**src/include/rcsr_pkg.sv**
```systemverilog
`default_nettype none
package rcsr_pkg;

  // Register indices on the core bus and the background link
  localparam logic [1:0] RCSR_IDX_CAUSE = 2'h0;
  localparam logic [1:0] RCSR_IDX_FORCE = 2'h1;
  localparam logic [1:0] RCSR_IDX_OPTIONS = 2'h2;

  // reset_cause_status bit positions
  localparam int RCSR_CAUSE_POR = 7;
  localparam int RCSR_CAUSE_PIN = 6;
  localparam int RCSR_CAUSE_WDOG = 5;
  localparam int RCSR_CAUSE_BAD_OPCODE_FLAG = 4;
  localparam int RCSR_CAUSE_BAD_ADDRESS_FLAG = 3;
  localparam int RCSR_CAUSE_LVD = 1;

  // system_options_one bit positions
  localparam int RCSR_OPT_TSEL_HI = 7;
  localparam int RCSR_OPT_TSEL_LO = 6;
  localparam int RCSR_OPT_STOP = 5;
  localparam int RCSR_OPT_IIC = 2;

  // debug_force_reset bit position
  localparam int RCSR_FORCE_BIT = 0;

  localparam logic [7:0] RCSR_CAUSE_POR_VAL = 8'h82;
  localparam logic [7:0] RCSR_CAUSE_RD_MASK = 8'hFA;
  localparam logic [7:0] RCSR_OPT_RESET = 8'hC0;
  localparam logic [7:0] RCSR_OPT_WR_MASK = 8'hE4;
  localparam logic [7:0] RCSR_FORCE_RD_VAL = 8'h00;
  localparam logic [7:0] RCSR_SERVICE_FIRST = 8'h55;
  localparam logic [7:0] RCSR_SERVICE_SECOND = 8'hAA;

  // Timing at the core clock
  localparam int RCSR_CLK_MHZ = 200;
  localparam int RCSR_RST_HOLD_NS = 1000;
  localparam logic [7:0] RCSR_RST_HOLD_CYC =
    8'((RCSR_RST_HOLD_NS * RCSR_CLK_MHZ + 999) / 1000);

  localparam int RCSR_WDOG_W = 20;

  typedef enum logic {
    RCSR_RUN = 1'b0,
    RCSR_HOLD = 1'b1
  } rcsr_state_t;

  typedef struct packed {
    rcsr_state_t state;
    logic [7:0] hold_cnt;
    logic [7:0] cause;
    logic [7:0] opts;
    logic opts_locked;
    logic armed;
    logic [7:0] rdata;
    logic sys_reset;
    logic iic_a;
    logic iic_b;
  } rcsr_regs_t;

  localparam rcsr_regs_t RCSR_REGS_POR = '{
    state: RCSR_RUN,
    hold_cnt: 8'h00,
    cause: RCSR_CAUSE_POR_VAL,
    opts: RCSR_OPT_RESET,
    opts_locked: 1'b0,
    armed: 1'b0,
    rdata: 8'h00,
    sys_reset: 1'b0,
    iic_a: ~RCSR_OPT_RESET[RCSR_OPT_IIC],
    iic_b: RCSR_OPT_RESET[RCSR_OPT_IIC]
  };

  typedef struct packed {
    logic [RCSR_WDOG_W-1:0] cnt;
    logic expire;
  } rcsr_wdog_regs_t;

endpackage
`default_nettype wire

```
**src/rtl/rcsr_top.sv**
```systemverilog
// Behaviour
// - Debug-forced reset leaves every reset-cause flag cleared.
// - Enabled watchdog: cause-register write other than 55/AA resets.
// - Writing 55 then AA restarts watchdog, cause flags untouched.
// - Power-on reset sets bits 7 and 1, clears the rest.
// - Enabled low-voltage trip resets; sets bit 1, keeps bit 7.
// - Other resets clear bits 7,1; set bits 6..3 from active sources.
// - External reset pin low sets bit 6.
// - Watchdog timeout sets bit 5; no watchdog reset when disabled.
// - Bad opcode, disabled stop or background instruction outside background mode sets bit 4.
// - Access to unimplemented address resets and sets bit 3.
// - Force-reset register ignores CPU writes; reads return 00.
// - Debug host writing 1 to bit 0 forces full reset.
// - Options register takes first write after reset only; always readable.
// - Options bits 7:6 with clock select choose watchdog timeout.
// - Options bit 5 enables stop; disabled stop forces bad opcode reset.
// - Options bit 2 routes two-wire bus: 0 port A, 1 port B.
// - Window mode, bus clock source only: write in first 75% of period resets.
`timescale 1ns/10ps
`default_nettype none
module rcsr_top #(
  parameter logic [rcsr_pkg::RCSR_WDOG_W-1:0] WDOG_SLOW_CYC0 = 20'h00020,
  parameter logic [rcsr_pkg::RCSR_WDOG_W-1:0] WDOG_SLOW_CYC1 = 20'h00100,
  parameter logic [rcsr_pkg::RCSR_WDOG_W-1:0] WDOG_SLOW_CYC2 = 20'h00400,
  parameter logic [rcsr_pkg::RCSR_WDOG_W-1:0] WDOG_SLOW_CYC3 = 20'h01000,
  parameter logic [rcsr_pkg::RCSR_WDOG_W-1:0] WDOG_BUS_CYC0 = 20'h02000,
  parameter logic [rcsr_pkg::RCSR_WDOG_W-1:0] WDOG_BUS_CYC1 = 20'h08000,
  parameter logic [rcsr_pkg::RCSR_WDOG_W-1:0] WDOG_BUS_CYC2 = 20'h20000,
  parameter logic [rcsr_pkg::RCSR_WDOG_W-1:0] WDOG_BUS_CYC3 = 20'h40000
) (
  input wire logic core_clk_in,
  input wire logic nrst_in,
  input wire logic [1:0] cpu_addr_in,
  input wire logic cpu_wr_in,
  input wire logic cpu_rd_in,
  input wire logic [7:0] cpu_wdata_in,
  output logic [7:0] cpu_rdata_out,
  input wire logic bdc_wr_in,
  input wire logic [1:0] bdc_addr_in,
  input wire logic [7:0] bdc_wdata_in,
  input wire logic ext_reset_n_in,
  input wire logic low_voltage_in,
  input wire logic low_voltage_reset_enable_in,
  input wire logic bad_opcode_in,
  input wire logic stop_instr_in,
  input wire logic background_instr_in,
  input wire logic background_mode_enable_in,
  input wire logic bad_address_in,
  input wire logic watchdog_enable_in,
  input wire logic watchdog_clock_select_in,
  input wire logic watchdog_window_mode_in,
  input wire logic slow_tick_in,
  output logic sys_reset_out,
  output logic stop_mode_enable_out,
  output logic [1:0] watchdog_timeout_select_out,
  output logic iic_on_port_a_out,
  output logic iic_on_port_b_out
);

  logic [1:0] rst_sync_ff;
  logic rst_n;

  rcsr_pkg::rcsr_regs_t cur_ff;
  rcsr_pkg::rcsr_regs_t nxt_ff;

  logic running;
  logic cpu_wr_cause;
  logic cpu_wr_opts;
  logic wd_restart;
  logic wd_expire;
  logic wd_window_open;
  logic wd_tick;
  logic wd_windowed;
  logic [rcsr_pkg::RCSR_WDOG_W-1:0] wd_period;
  logic [1:0] tsel;
  logic wr_is_first;
  logic wr_is_second;
  logic wr_bad_value;
  logic wr_too_early;
  logic src_force;
  logic src_lvd;
  logic src_pin;
  logic src_wdog;
  logic src_bad_opcode_flag;
  logic src_bad_address_flag;
  logic any_src;
  logic hold_release;
  logic [7:0] entry_cause;

  // Two-stage release of the external asynchronous reset
  always_ff @(posedge core_clk_in or negedge nrst_in) begin
    if (!nrst_in) begin
      rst_sync_ff <= 2'h0;
    end else begin
      rst_sync_ff <= {rst_sync_ff[0], 1'b1};
    end
  end
  assign rst_n = rst_sync_ff[1];

  assign running = (cur_ff.state == rcsr_pkg::RCSR_RUN);
  assign cpu_wr_cause = running && cpu_wr_in &&
    (cpu_addr_in == rcsr_pkg::RCSR_IDX_CAUSE);
  assign cpu_wr_opts = running && cpu_wr_in &&
    (cpu_addr_in == rcsr_pkg::RCSR_IDX_OPTIONS);

  assign tsel = {cur_ff.opts[rcsr_pkg::RCSR_OPT_TSEL_HI],
                 cur_ff.opts[rcsr_pkg::RCSR_OPT_TSEL_LO]};

  // Timeout from write-once select and clock select
  always_comb begin
    wd_period = WDOG_SLOW_CYC0;
    unique case ({watchdog_clock_select_in, tsel})
      3'h0: wd_period = WDOG_SLOW_CYC0;
      3'h1: wd_period = WDOG_SLOW_CYC1;
      3'h2: wd_period = WDOG_SLOW_CYC2;
      3'h3: wd_period = WDOG_SLOW_CYC3;
      3'h4: wd_period = WDOG_BUS_CYC0;
      3'h5: wd_period = WDOG_BUS_CYC1;
      3'h6: wd_period = WDOG_BUS_CYC2;
      3'h7: wd_period = WDOG_BUS_CYC3;
    endcase
  end

  // Bus clock source counts every cycle; slow source counts ticks
  assign wd_tick = watchdog_clock_select_in | slow_tick_in;
  // Window mode only applies when the bus clock feeds the watchdog
  assign wd_windowed = watchdog_window_mode_in & watchdog_clock_select_in;

  assign wr_is_first = (cpu_wdata_in == rcsr_pkg::RCSR_SERVICE_FIRST);
  assign wr_is_second = (cpu_wdata_in == rcsr_pkg::RCSR_SERVICE_SECOND);
  assign wr_bad_value = cpu_wr_cause && !wr_is_first && !wr_is_second;
  assign wr_too_early = cpu_wr_cause && wd_windowed &&
    !wd_window_open;
  assign wd_restart = cpu_wr_cause && wr_is_second && cur_ff.armed &&
    !wr_too_early;

  rcsr_wdog u_wdog (
    .clk_in(core_clk_in),
    .rst_n_in(rst_n),
    .restart_in(wd_restart),
    .run_in(watchdog_enable_in && running),
    .tick_in(wd_tick),
    .period_in(wd_period),
    .expire_out(wd_expire),
    .window_open_out(wd_window_open)
  );

  // Reset sources, sampled only while running
  assign src_force = running && bdc_wr_in &&
    (bdc_addr_in == rcsr_pkg::RCSR_IDX_FORCE) &&
    bdc_wdata_in[rcsr_pkg::RCSR_FORCE_BIT];
  assign src_lvd = low_voltage_reset_enable_in && low_voltage_in;
  assign src_pin = !ext_reset_n_in;
  assign src_wdog = watchdog_enable_in &&
    (wd_expire || wr_bad_value || wr_too_early);
  assign src_bad_opcode_flag = bad_opcode_in ||
    (stop_instr_in && !cur_ff.opts[rcsr_pkg::RCSR_OPT_STOP]) ||
    (background_instr_in && !background_mode_enable_in);
  assign src_bad_address_flag = bad_address_in;
  assign any_src = src_force || src_lvd || src_pin || src_wdog ||
    src_bad_opcode_flag || src_bad_address_flag;

  // Flags captured on reset entry; debug force outranks low voltage, which outranks the rest
  always_comb begin
    entry_cause = 8'h00;
    if (src_force) begin
      entry_cause = 8'h00;
    end else if (src_lvd) begin
      entry_cause[rcsr_pkg::RCSR_CAUSE_POR] =
        cur_ff.cause[rcsr_pkg::RCSR_CAUSE_POR];
      entry_cause[rcsr_pkg::RCSR_CAUSE_LVD] = 1'b1;
    end else begin
      entry_cause[rcsr_pkg::RCSR_CAUSE_PIN] = src_pin;
      entry_cause[rcsr_pkg::RCSR_CAUSE_WDOG] = src_wdog;
      entry_cause[rcsr_pkg::RCSR_CAUSE_BAD_OPCODE_FLAG] = src_bad_opcode_flag;
      entry_cause[rcsr_pkg::RCSR_CAUSE_BAD_ADDRESS_FLAG] = src_bad_address_flag;
    end
  end

  // Pin and low-voltage resets stretch the hold until they go away
  assign hold_release = (cur_ff.hold_cnt == 8'h00) && ext_reset_n_in &&
    !src_lvd;

  always_comb begin
    nxt_ff = cur_ff;
    unique case (cur_ff.state)
      rcsr_pkg::RCSR_RUN: begin
        if (any_src) begin
          nxt_ff.state = rcsr_pkg::RCSR_HOLD;
          nxt_ff.hold_cnt = rcsr_pkg::RCSR_RST_HOLD_CYC - 8'h01;
          nxt_ff.cause = entry_cause;
          nxt_ff.sys_reset = 1'b1;
          nxt_ff.armed = 1'b0;
        end else begin
          if (cpu_wr_cause) begin
            // A first write arms; any other value disarms
            nxt_ff.armed = wr_is_first;
          end
          if (cpu_wr_opts && !cur_ff.opts_locked) begin
            nxt_ff.opts = cpu_wdata_in & rcsr_pkg::RCSR_OPT_WR_MASK;
            nxt_ff.opts_locked = 1'b1;
          end
        end
      end
      rcsr_pkg::RCSR_HOLD: begin
        // Every reset re-initialises the options and service sequence
        nxt_ff.opts = rcsr_pkg::RCSR_OPT_RESET;
        nxt_ff.opts_locked = 1'b0;
        nxt_ff.armed = 1'b0;
        if (cur_ff.hold_cnt != 8'h00) begin
          nxt_ff.hold_cnt = cur_ff.hold_cnt - 8'h01;
        end
        if (hold_release) begin
          nxt_ff.state = rcsr_pkg::RCSR_RUN;
          nxt_ff.sys_reset = 1'b0;
        end
      end
    endcase

    nxt_ff.iic_a = !nxt_ff.opts[rcsr_pkg::RCSR_OPT_IIC];
    nxt_ff.iic_b = nxt_ff.opts[rcsr_pkg::RCSR_OPT_IIC];

    // Registered read data, one cycle after the strobe
    if (cpu_rd_in) begin
      unique case (cpu_addr_in)
        rcsr_pkg::RCSR_IDX_CAUSE:
          nxt_ff.rdata = cur_ff.cause & rcsr_pkg::RCSR_CAUSE_RD_MASK;
        rcsr_pkg::RCSR_IDX_FORCE:
          nxt_ff.rdata = rcsr_pkg::RCSR_FORCE_RD_VAL;
        rcsr_pkg::RCSR_IDX_OPTIONS:
          nxt_ff.rdata = cur_ff.opts;
        default:
          nxt_ff.rdata = 8'h00;
      endcase
    end
  end

  // CPU writes to the force-reset index decode to nothing by design
  always_ff @(posedge core_clk_in or negedge rst_n) begin
    if (!rst_n) begin
      cur_ff <= rcsr_pkg::RCSR_REGS_POR;
    end else begin
      cur_ff <= nxt_ff;
    end
  end

  assign cpu_rdata_out = cur_ff.rdata;
  assign sys_reset_out = cur_ff.sys_reset;
  assign stop_mode_enable_out = cur_ff.opts[rcsr_pkg::RCSR_OPT_STOP];
  assign watchdog_timeout_select_out = tsel;
  assign iic_on_port_a_out = cur_ff.iic_a;
  assign iic_on_port_b_out = cur_ff.iic_b;

endmodule
`default_nettype wire

```
**src/rtl/rcsr_wdog.sv**
```systemverilog
`timescale 1ns/10ps
`default_nettype none
module rcsr_wdog (
  input wire logic clk_in,
  input wire logic rst_n_in,
  input wire logic restart_in,
  input wire logic run_in,
  input wire logic tick_in,
  input wire logic [rcsr_pkg::RCSR_WDOG_W-1:0] period_in,
  output logic expire_out,
  output logic window_open_out
);

  rcsr_pkg::rcsr_wdog_regs_t cur_ff;
  rcsr_pkg::rcsr_wdog_regs_t nxt_ff;
  logic [rcsr_pkg::RCSR_WDOG_W-1:0] cnt_inc;
  logic [rcsr_pkg::RCSR_WDOG_W-1:0] window_start;

  assign cnt_inc = cur_ff.cnt + 1'b1;
  // Last quarter of the period is the service window
  assign window_start = period_in - (period_in >> 2);

  always_comb begin
    nxt_ff = cur_ff;
    nxt_ff.expire = 1'b0;
    if (restart_in || !run_in) begin
      nxt_ff.cnt = '0;
    end else if (tick_in) begin
      if (cnt_inc >= period_in) begin
        nxt_ff.cnt = '0;
        nxt_ff.expire = 1'b1;
      end else begin
        nxt_ff.cnt = cnt_inc;
      end
    end
  end

  always_ff @(posedge clk_in or negedge rst_n_in) begin
    if (!rst_n_in) begin
      cur_ff <= '0;
    end else begin
      cur_ff <= nxt_ff;
    end
  end

  assign expire_out = cur_ff.expire;
  assign window_open_out = (cur_ff.cnt >= window_start);

endmodule
`default_nettype wire

```
**config.mk**
```make
export PLATFORM = sky130hd
export DESIGN_NAME = rcsr_top
export DESIGN_NICKNAME = d
export VERILOG_FILES = /design/src/include/rcsr_pkg.sv /design/src/rtl/rcsr_top.sv /design/src/rtl/rcsr_wdog.sv
export SDC_FILE = /design/constraint.sdc
export NUM_CORES = 1
export LEC_CHECK = 0
export ABC_AREA = 1
export BUFFER_PORTS_ARGS = -buffer_cell sky130_fd_sc_hd__buf_2
export CAP_MARGIN = 15
export CORE_UTILIZATION = 45
export CTS_BUF_LIST = sky130_fd_sc_hd__clkbuf_4 sky130_fd_sc_hd__clkbuf_8 sky130_fd_sc_hd__clkbuf_16
export DETAILED_ROUTE_END_ITERATION = 10
export PLACE_DENSITY = 0.65
export RECOVER_POWER = 25
export SKIP_CTS_REPAIR_TIMING = 1
export SYNTH_ARGS = -nofsm -noshare
export SYNTH_HDL_FRONTEND = slang
export SYNTH_HIERARCHICAL = 1
export SYNTH_SLANG_ARGS = --single-unit
export TNS_END_PERCENT = 1
```
**constraint.sdc**
```tcl
create_clock -name core_clk_in -period 2.2 [get_ports core_clk_in]
set_clock_uncertainty 0.05 [all_clocks]
set_input_delay 0.44 -clock core_clk_in [delete_from_list [all_inputs] [get_ports core_clk_in]]
set_output_delay 0.44 -clock core_clk_in [all_outputs]
set_load 0.01 [all_outputs]
```
; Word level (Yosys, flattened, before mapping)
; Memories as Yosys holds them, arrays and structs flattened.
; Index checks and enable logic that the tools add are counted.
[totals]
mem_bits_rw = 0
ff_bits = 58
latchBits = 0
mem_count = 1
mem_bits_ro = 64
[classes]
n_mux = 23
shifts = 0
div_mod_pow = 0
bitwise_logic = 3
add_sub_neg = 3
multipliers = 0
order_cmp = 2
reduce_logical = 51
eq_ne = 11
[memory_table]
columns = name, depth, word_bits, rd, rd_ports_with_merged_regs, wr, line_no
row1 = (name not given), 8, 8, 1, 0, 0, rcsr_top.sv:112  ; unique case ({watchdog_clock_select_in, tsel})
[ops]
columns = operator, n
row1 = greater-or-equal comparator 20 bit, 2
row2 = two-way mux 20 bit, 2
row3 = logical AND 1 bit, 21
row4 = two-way mux 21 bit, 1
row5 = "adder 20 x 1 -> 20 bit, second input constant", 1
row6 = one-hot mux 10 bit (2 select lines), 1
row7 = subtractor 20 x 18 -> 20 bit, 1
row8 = two-way mux 9 bit, 2
row9 = one-hot mux 9 bit (2 select lines), 1
row10 = two-way mux 17 bit, 1
row11 = one-hot mux 8 bit (2 select lines), 1
row12 = zero test 1 bit, 11
row13 = logical OR 1 bit, 10
row14 = two-way mux 1 bit, 10
row15 = "equality test 8 x 7 -> 1 bit, second input constant", 1
row16 = "equality test 8 bit, second input constant", 1
row17 = zero test 8 bit, 1
row18 = two-way mux 8 bit, 1
row19 = "!= test 2 x 1 -> 1 bit, second input constant", 4
row20 = AND reduction 2 bit, 4
row21 = nonzero test 8 bit, 1
row22 = "subtractor 8 x 1 -> 8 bit, second input constant", 1
row23 = two-way mux 5 bit, 1
row24 = two-way mux 4 bit, 1
row25 = 11 further kinds, 12

; Longest topological paths before layout
; Gate-level depths: netlist of the first run.
[logic_depth]
ltp_word = 14
depth_mapped = 30
depth_no_buf = 29

; Cells and area by module
; The synthesis of the first run kept the hierarchy.
[by_module_without_submodules]
columns = mod, n_inst, seq_area_each_um2, cells_each, area_each_um2
row1 = rcsr_wdog, 1, 525.5, 582, 3585.9
row2 = rcsr_top, 1, 832.0, 245, 1886.8

; Least setup slack after synthesis of the first run
; Ideal clock, no wire load.
[synth_timing]
path_kind = register to register
startpoint = register cur_ff (netlist bit watchdog_timeout_select_out[0])
endpoint = register u_wdog/cur_ff[10] (netlist bit)
synth_period_minus_slack_ns = 3.920
setup_ns = 0.124
path_stages_with_launch = 27
n_path_buf = 1
required_time_ns = 2.026
t_arrival_ns = 3.746
setup_slack_ns = -1.720
cell_sequence = dfstp_2 inv_1 nor3_1 inv_1 ha_1 a21oi_1 o21ai_0 a21oi_1 nand3_1 nand2_1 nand2_1 ha_1 nand2_1 nor2_1 nand4_1 a21o_1 nand4_1 nand3b_1 nand3_1 nor2_1 nor2_1 inv_1 nor2_1 inv_1 clkbuf_1 nor2_1 o21bai_1
[synth_between]
elab_chain_cells = 9
elab_cells_between_ends = 13
[synth_rtl]
columns = item, line_no
row1 = from (decl), rcsr_top.sv:63  ; rcsr_pkg::rcsr_regs_t cur_ff;
row2 = from (signal assigned), rcsr_top.sv:241  ; cur_ff <= rcsr_pkg::RCSR_REGS_POR;
row3 = from (signal assigned), rcsr_top.sv:243  ; cur_ff <= nxt_ff;
row4 = memory read (8 x 8 bit) *, --
row5 = named net wd_period (one bit), rcsr_top.sv:74  ; logic [rcsr_pkg::RCSR_WDOG_W-1:0] wd_period;
row6 = subtractor 20 x 18 -> 20 bit *, rcsr_wdog.sv:21  ; assign window_start = period_in - (period_in >> 2);
row7 = greater-or-equal comparator 20 bit *, rcsr_wdog.sv:47  ; assign window_open_out = (cur_ff.cnt >= window_start);
row8 = named net wd_window_open, rcsr_top.sv:71  ; logic wd_window_open;
row9 = zero test 1 bit *, rcsr_top.sv:133  ; !wd_window_open;
row10 = logical AND 1 bit *, rcsr_top.sv:132  ; assign wr_too_early = cpu_wr_cause && wd_windowed &&
row11 = zero test 1 bit *, rcsr_top.sv:135  ; !wr_too_early;
row12 = logical AND 1 bit *, rcsr_top.sv:134  ; assign wd_restart = cpu_wr_cause && wr_is_second && cur_ff.armed &&
row13 = named net wd_restart, rcsr_top.sv:69  ; logic wd_restart;
row14 = logical OR 1 bit *, rcsr_wdog.sv:26  ; if (restart_in || !run_in) begin
row15 = two-way mux 20 bit / nonzero test 2 bit (equally long branches), --
row16 = to (signal assigned), rcsr_wdog.sv:42  ; cur_ff <= nxt_ff;
row17 = to (decl), rcsr_wdog.sv:14  ; rcsr_pkg::rcsr_wdog_regs_t cur_ff;
; The timed path passes the listed nets; every way through them passes the cells marked *. The select of a mux whose other input is x is not followed.
; A chain may end at the register's enable or synchronous reset.

; Final worst setup path of the first run
[layout_timing]
startpoint = register cur_ff (netlist bit watchdog_timeout_select_out[1])
endpoint = register u_wdog/cur_ff[19] (netlist bit)
; The elaborated chain is that of the path after synthesis.

==> metrics.md, run 1 <==
| Metric | Value |
|---|---|
| Status | `finished with violations` |
| Net Sw Frac | `32.36%` |
| Ant. Diodes | `0` |
| Layout cell share with drive strength beyond 1 | `27.00%` |
| Vias | `5693` |
| Minimum clock period | `4.083 ns` |
| Place WS | `-1.904 ns` |
| Fmax | `244.9 MHz` |
| Chip width | `roughly 110 um` |
| Yosys warning count | `6` |
| Most frequent CP cell | `buf_4` |
| Fin. Hold Viols | `0` |
| Core Region | `~12000 um^2` |
| Initial antenna violation count | `0` |
| Via density | `roughly 4.9` |
| Max IR drop VDD | `0.0005101 V` |
| Worst Path Buf+Inv | `7` |
| Post-synth EDFFs | `0` |
| Die Ht | `about 110 um` |
| Reg2reg end | `u_wdog/cur_ff[19]` |
| Critical Path Start | `watchdog_timeout_select_out[1]` |
| Sequential share of power | `38.7%` |
| Final antenna-violating net count | `0` |
| Clk slew on worst S/H paths | `0.08 ns` |
| Die ar. | `12610 um^2` |
| Syn_area_per_cell | `6.618 um^2` |
| Pin count of the biggest net entering global routing | `53` |
| Final worst slack | `-1.883 ns` |
| Max Root-Sink Buffers | `2` |
| End-of-flow core utilization | `63.80%` |
| DR pass1 iterations | `7` |
| Slew HR | `9.931%` |
| Grt total ovfl | `0` |
| Fill cells | `1111` |
| Area Overhead vs Synth | `35.39%` |
| Placer Congestion | `~0.88` |
| DRT iter0 DRCs | `267` |
| Syn Inst Count | `approximately 830` |
| Pwr dens | `393.7 nW/um^2` |
| Worst-Skew Late Latency | `around 0.31 ns` |
| Avg WL per Cell | `13.29 um` |
| Starting Density | `between 40% and 50%` |
| Vias in the first global route | `5423` |
| Period Utilization, post-route | `185.6%` |
| Worst path required time | `2.35 ns` |
| Detailed Place HPWL | `12230 um` |
| Nets | `1112` |
| I/O pin count | `51` |
| WL final | `approximately 15000 um` |
| Static Leakage | `slightly below 0.004 uW` |
| CTS Root Cell | `clkbuf_16` |
| Net Sw Power | `between 900 and 1000 uW` |
| R2r setup slk | `-1.88 ns` |
| FP Rows | `39` |
| Crit path max fanout | `5` |
| Comb pwr share | `28.9%` |
| Worst-Margin Slew | `1.351 ns` |
| CP top delay family | `simple AND/OR/NAND/NOR gates` |
| WP data arrival | `between 4 and 5 ns` |
| Total global-route track usage | `~25%` |
| Most common cell after layout, fill and taps aside | `nand2_1` |
| FF-to-FF Start | `watchdog_timeout_select_out[1]` |
| Startpoint type of the worst setup path | `flop` |
| Critical path depth in cells | `28` |
| Critical path destination | `u_wdog/cur_ff[19]` |
| Register area share after synthesis | `around 25%` |
| Commonest cells after routing, fill and taps aside | `nand2_1 (209), buf_4 (123), inv_1 (120)` |
| First-pass GRT wire length | `25140 um` |
| Predominant post-synthesis flop cell | `dfrtp_1` |
| Synth cell types | `approximately 40` |
| Final Slew Violations | `0` |
| Internal power | `about 2000 uW` |
| CTS sink count | `54` |
| PortBufs | `43` |
| Post-synth ARST share | `100.0%` |
| FF+latch count, synth | `54` |
| Failing checks | `negative setup slack` |
| Hold path cells | `0` |
| Critical path class | `reg2reg` |
| TritonCTS buffer count | `5` |
| Hold Path Class | `reg2reg` |
| Worst setup EP type | `flop` |
| Max-cap viol count | `0` |
| DRC | `0` |
| CP max stage cell | `dfstp_2` |
| CTS tree | `built` |
| Synthesized area | `5473 um^2` |
| R2R cell count | `28` |
| CP max stage delay | `around 0.57 ns` |
| Htree depth | `2` |
| Clock network power share | `32.4%` |
| RSZ-0062 raised after global routing | `yes` |
| Setup violators final | `44` |
==> registers in the layout, indices dropped and copies added, names as in the netlist <==
signal,cells
u_wdog/cur_ff,20
rst_sync_ff,2
iic_on_port_a_out,1
sys_reset_out,1
cpu_rdata_out,8
u_wdog/expire_out,1
stop_mode_enable_out,1
cur_ff,18
watchdog_timeout_select_out,2
==> how the worst min path moves through the flow <==
stage                         startpoint             end
after floorplan                  nrst_in  rst_sync_ff[0]
after global placement           nrst_in  rst_sync_ff[0]
after detailed placement         nrst_in  rst_sync_ff[0]
after CTS                        nrst_in  rst_sync_ff[1]
after global routing      rst_sync_ff[0]  rst_sync_ff[1]
final                     rst_sync_ff[0]  rst_sync_ff[1]
==> cell type report <==
| cell class | instances | area (um^2) | share of cell area (%) |
|---|---|---|---|
| multi-input cells | 643 | 3921 | 52.92 |
| flip-flops and latches | 54 | 1359 | 18.34 |
| repair buffers | 174 | 1262 | 17.04 |
| inverters | 136 | 515.5 | 6.957 |
| well taps | 143 | 178.9 | 2.415 |
| clock buffers | 5 | 125.1 | 1.689 |
| clock inverters | 3 | 47.55 | 0.6417 |
==> metal layers <==
metal	track usage, %	vias to the layer above	share of wire [%]
met5	0	-	0
met4	7.378	0	2.0
met3	3.834	18	3.9
met2	42.11	103	46
met1	34.01	2580	48
li1	-	2992	-
==> stage by stage <==
| step | cells | setup TNS [ns] | cell area [um^2] | hold slack (ns) | power (uW) |
|---|---|---|---|---|---|
| detailed placement | 1139 | -79.45 | 6912 | 0.1771 | 1906 |
| CTS | 1147 | -79.92 | 7084 | -0.1570 | 2864 |
| floorplan | 852 | -61.51 | 5753 | 0.09441 | 1688 |
| finish | 1158 | -77.03 | 7410 | 0.3060 | 2917 |
| global placement | 1139 | -80.23 | 6912 | 0.1764 | 1894 |
| global route | 1158 | -87.73 | 7410 | 0.3179 | 3113 |
==> power by group through the flow <==
stage,clock network (uW),logic (uW),registers (uW)
5_1_grt,998,974,1140
4_1_cts,966,767,1130
2_1_floorplan,0,538,1150
3_3_place_gp,0,750,1140
3_5_place_dp,0,759,1150
6_report,946,842,1130
==> cells in the mapped netlist (all sizes together), types with 3 or more instances <==
cell | n | area (um^2)
nor2 | 99 | 396.6
nand3 | 57 | 290.3
dfrtp | 49 | 1226
and2 | 3 | 18.77
nor3 | 16 | 102.6
o21bai | 25 | 187.7
inv | 136 | 510.5
a21o | 3 | 22.52
a21oi | 40 | 200.2
nand4 | 11 | 75.07
clkbuf | 4 | 25.02
xor2 | 15 | 131.4
or2 | 3 | 18.77
xnor2 | 8 | 70.07
a31oi | 5 | 31.28
buf | 15 | 112.6
o21ai | 31 | 155.1
nand3b | 6 | 45.04
dfstp | 5 | 131.4
ha | 60 | 750.7
nand2 | 228 | 907.1
==> cell families after synthesis <==
family | synth area share (%)
AO/OA/AOI/OAI | 11.45
XOR/XNOR | 3.681
adder cells (fa/ha/maj) | 14.08
buffers and inverters | 11.84
flip-flops | 24.81
other | 0.1372
AND/OR/NAND/NOR | 34.00
==> worst reg2reg max path: cells and delay by family (launching register included) <==
family	cells	cell delay, ns
AO/OA/AOI/OAI	2	0.30
adder cells (fa/ha/maj)	2	0.59
buffers and inverters	7	0.91
AND/OR/NAND/NOR	17	1.58
flip-flops	1	0.57
Power figures use the tool's default switching activity.
==> inputs of run 2 (changes only) <==
--- a/config.mk
+++ b/config.mk
@@ -6,7 +6,7 @@
 export NUM_CORES = 1
 export LEC_CHECK = 0
 export ABC_AREA = 1
-export BUFFER_PORTS_ARGS = -buffer_cell sky130_fd_sc_hd__buf_2
+export BUFFER_PORTS_ARGS = -buffer_cell sky130_fd_sc_hd__clkbuf_2
 export CAP_MARGIN = 15
 export CORE_UTILIZATION = 45
 export CTS_BUF_LIST = sky130_fd_sc_hd__clkbuf_4 sky130_fd_sc_hd__clkbuf_8 sky130_fd_sc_hd__clkbuf_16
==> metrics.md, run 2 (synthesis gave the netlist of run 1 again) <==
| Metric | Value |
|---|---|
| Status | `finished with violations` |
| Failing checks | `negative setup slack` |
| R2r setup slk | `-1.83 ns (+0.05 ns)` |
| Total global-route track usage | `24.95% (-0.33 points)` |
| Worst-Skew Late Latency | `0.30 ns (about the same)` |
| Initial antenna violation count | `0 (unchanged)` |
| Startpoint type of the worst setup path | `flop` |
| Nets | `1122 (+0.90%)` |
| Total chip power | `2838 uW (-2.7%)` |
| Crit path max fanout | `5 (unchanged)` |
| First-pass GRT wire length | `25090 um (-0.19%)` |
| Via density | `4.928 (+0.24%)` |
| Internal power | `1898 uW (-3.8%)` |
| Fin area | `7552 um^2 (+1.9%)` |
| WP data arrival | `4.18 ns (-0.05 ns)` |
| CTS tree | `built` |
| I/O pin count | `51 (unchanged)` |
| Die ar. | `12610 um^2 (unchanged)` |
| Placed Cells | `1152 (+1.1%)` |
| PortBufs | `43 (unchanged)` |
| Max reg flops | `20 (unchanged)` |
| Placed cell area | `7022 um^2 (+1.6%)` |
| Avg WL per Cell | `13.30 um (about the same)` |
| Most common cell after layout, fill and taps aside | `nand2_1` |
| FF-to-FF Start | `watchdog_timeout_select_out[1]` |
| Place WS | `-1.959 ns (-0.05479 ns)` |
| Biggest register | `u_wdog/cur_ff` |
| Die Ht | `112.3 um (unchanged)` |
| CTS Root Cell | `clkbuf_16` |
| Worst setup EP type | `flop` |
| Placer Congestion | `0.9273 (+5.4%)` |
| Area Overhead vs Synth | `38.00%` |
| Comb pwr share | `30.5% (+1.6 points)` |
| Max IR drop VDD | `0.0004034 V (-21%)` |
| Starting Density | `47.12% (unchanged)` |
| Worst-Margin Slew | `1.334 ns (-0.01720 ns)` |
| Ant. Diodes | `0 (unchanged)` |
| FP Rows | `39 (unchanged)` |
| DRT iter0 DRCs | `403 (+51%)` |
| Slew HR | `11.08% (+1.1 points)` |
| Worst path required time | `2.35 ns (about the same)` |
| Worst Path Buf+Inv | `4 (-3)` |
| Layout cell share with drive strength beyond 1 | `29.07% (+2.1 points)` |
| TritonCTS buffer count | `5 (unchanged)` |
| Clk slew on worst S/H paths | `0.08 ns (about the same)` |
| Net Sw Power | `939.9 uW (-0.43%)` |
| Fmax | `247.8 MHz (+1.2%)` |
| Critical path destination | `stop_mode_enable_out` |
| CTS sink count | `54 (unchanged)` |
| Grt total ovfl | `0 (unchanged)` |
| Max Root-Sink Buffers | `2 (unchanged)` |
| DRC | `0 (unchanged)` |
| Period Utilization, post-route | `183.4% (-2.2 points)` |
| Core Region | `11610 um^2 (unchanged)` |
| Hold Path Class | `reg2reg` |
| Vias in the first global route | `5454 (+0.57%)` |
| Final worst slack | `-1.835 ns (+0.04832 ns)` |
| Detailed Place HPWL | `12310 um (+0.66%)` |
| Static Leakage | `0.003913 uW (+1.5%)` |
| Reg2reg end | `stop_mode_enable_out` |
| Net Sw Frac | `33.11% (+0.76 points)` |
| Finished Layout Cells | `1168 (+0.86%)` |
| Critical Path Start | `watchdog_timeout_select_out[1]` |
| Final Slew Violations | `0 (unchanged)` |
| Most frequent CP cell | `nand2_2` |
| Critical path depth in cells | `26 (-7.1%)` |
| Fill cells | `1067 (-4.0%)` |
| Setup violators final | `44 (unchanged)` |
| RSZ-0062 raised after global routing | `yes` |
| Pwr dens | `375.8 nW/um^2 (-4.5%)` |
| Critical path class | `reg2reg` |
| Vias | `5756 (+1.1%)` |
| Max-cap viol count | `0 (unchanged)` |
| R2R cell count | `26 (-7.1%)` |
| Sequential share of power | `39.8% (+1.1 points)` |
| Hold slack | `0.3038 ns (-0.002187 ns)` |
| Commonest cells after routing, fill and taps aside | `nand2_1 (208), buf_4 (130), inv_1 (117)` |
| Clock network power share | `29.7% (-2.7 points)` |
| Chip width | `112.3 um (unchanged)` |
| CP top delay family | `simple AND/OR/NAND/NOR gates` |
| Final antenna-violating net count | `0 (unchanged)` |
| CP max stage cell | `dfstp_2` |
| CP max stage delay | `0.59 ns (+0.02 ns)` |
| Htree depth | `2 (unchanged)` |
| Pin count of the biggest net entering global routing | `53 (unchanged)` |
| DR pass1 iterations | `6 (-1)` |
| Minimum clock period | `4.035 ns (-0.04832 ns)` |
| Fin. Hold Viols | `0 (unchanged)` |
| WL final | `15530 um (+0.88%)` |
## run 2: routing by layer
layer	up-vias	GRT usage, %	share of wire (%)
li1	3003	-	-
met4	0	5.422	1.5
met1	2640	34.22	49
met5	-	0	0
met3	19	2.430	3.1
met2	94	42.65	47
## run 2: power groups by stage
| stage | clock network [uW] | logic, uW | registers [uW] |
|---|---|---|---|
| 3_5_place_dp | 0 | 764 | 1150 |
| 6_report | 842 | 865 | 1130 |
| 3_3_place_gp | 0 | 749 | 1150 |
| 5_1_grt | 890 | 985 | 1140 |
| 2_1_floorplan | 0 | 538 | 1150 |
| 4_1_cts | 863 | 766 | 1130 |
## run 2: final cells by class
class	instances	area, um^2	area share [%]
inverters	136	515.5	6.826
repair buffers	184	1339	17.73
flip-flops and latches	54	1359	17.99
well taps	143	178.9	2.369
multi-input cells	643	4005	53.03
clock buffers	6	138.9	1.839
clock inverters	2	16.27	0.2154
## run 2: through the flow
stage	setup TNS, ns	util, %
final	-77.47	65.03
after global routing	-89.30	65.03
after CTS	-84.61	61.80
after detailed placement	-83.10	60.46
after global placement	-79.00	60.46
after floorplan	-61.51	-
## run 2: worst min-delay path by stage
| stage | start | to | cells past startpoint | slack, ns |
|---|---|---|---|---|
| 6_report | rst_sync_ff[0] | rst_sync_ff[1] | 0 | 0.30 |
| 5_1_grt | rst_sync_ff[0] | rst_sync_ff[1] | 0 | 0.31 |
| 4_1_cts | nrst_in | rst_sync_ff[1] | 1 | -0.14 |
| 3_5_place_dp | nrst_in | rst_sync_ff[0] | 1 | 0.18 |
| 3_3_place_gp | nrst_in | rst_sync_ff[0] | 1 | 0.18 |
| 2_1_floorplan | nrst_in | rst_sync_ff[0] | 0 | 0.09 |
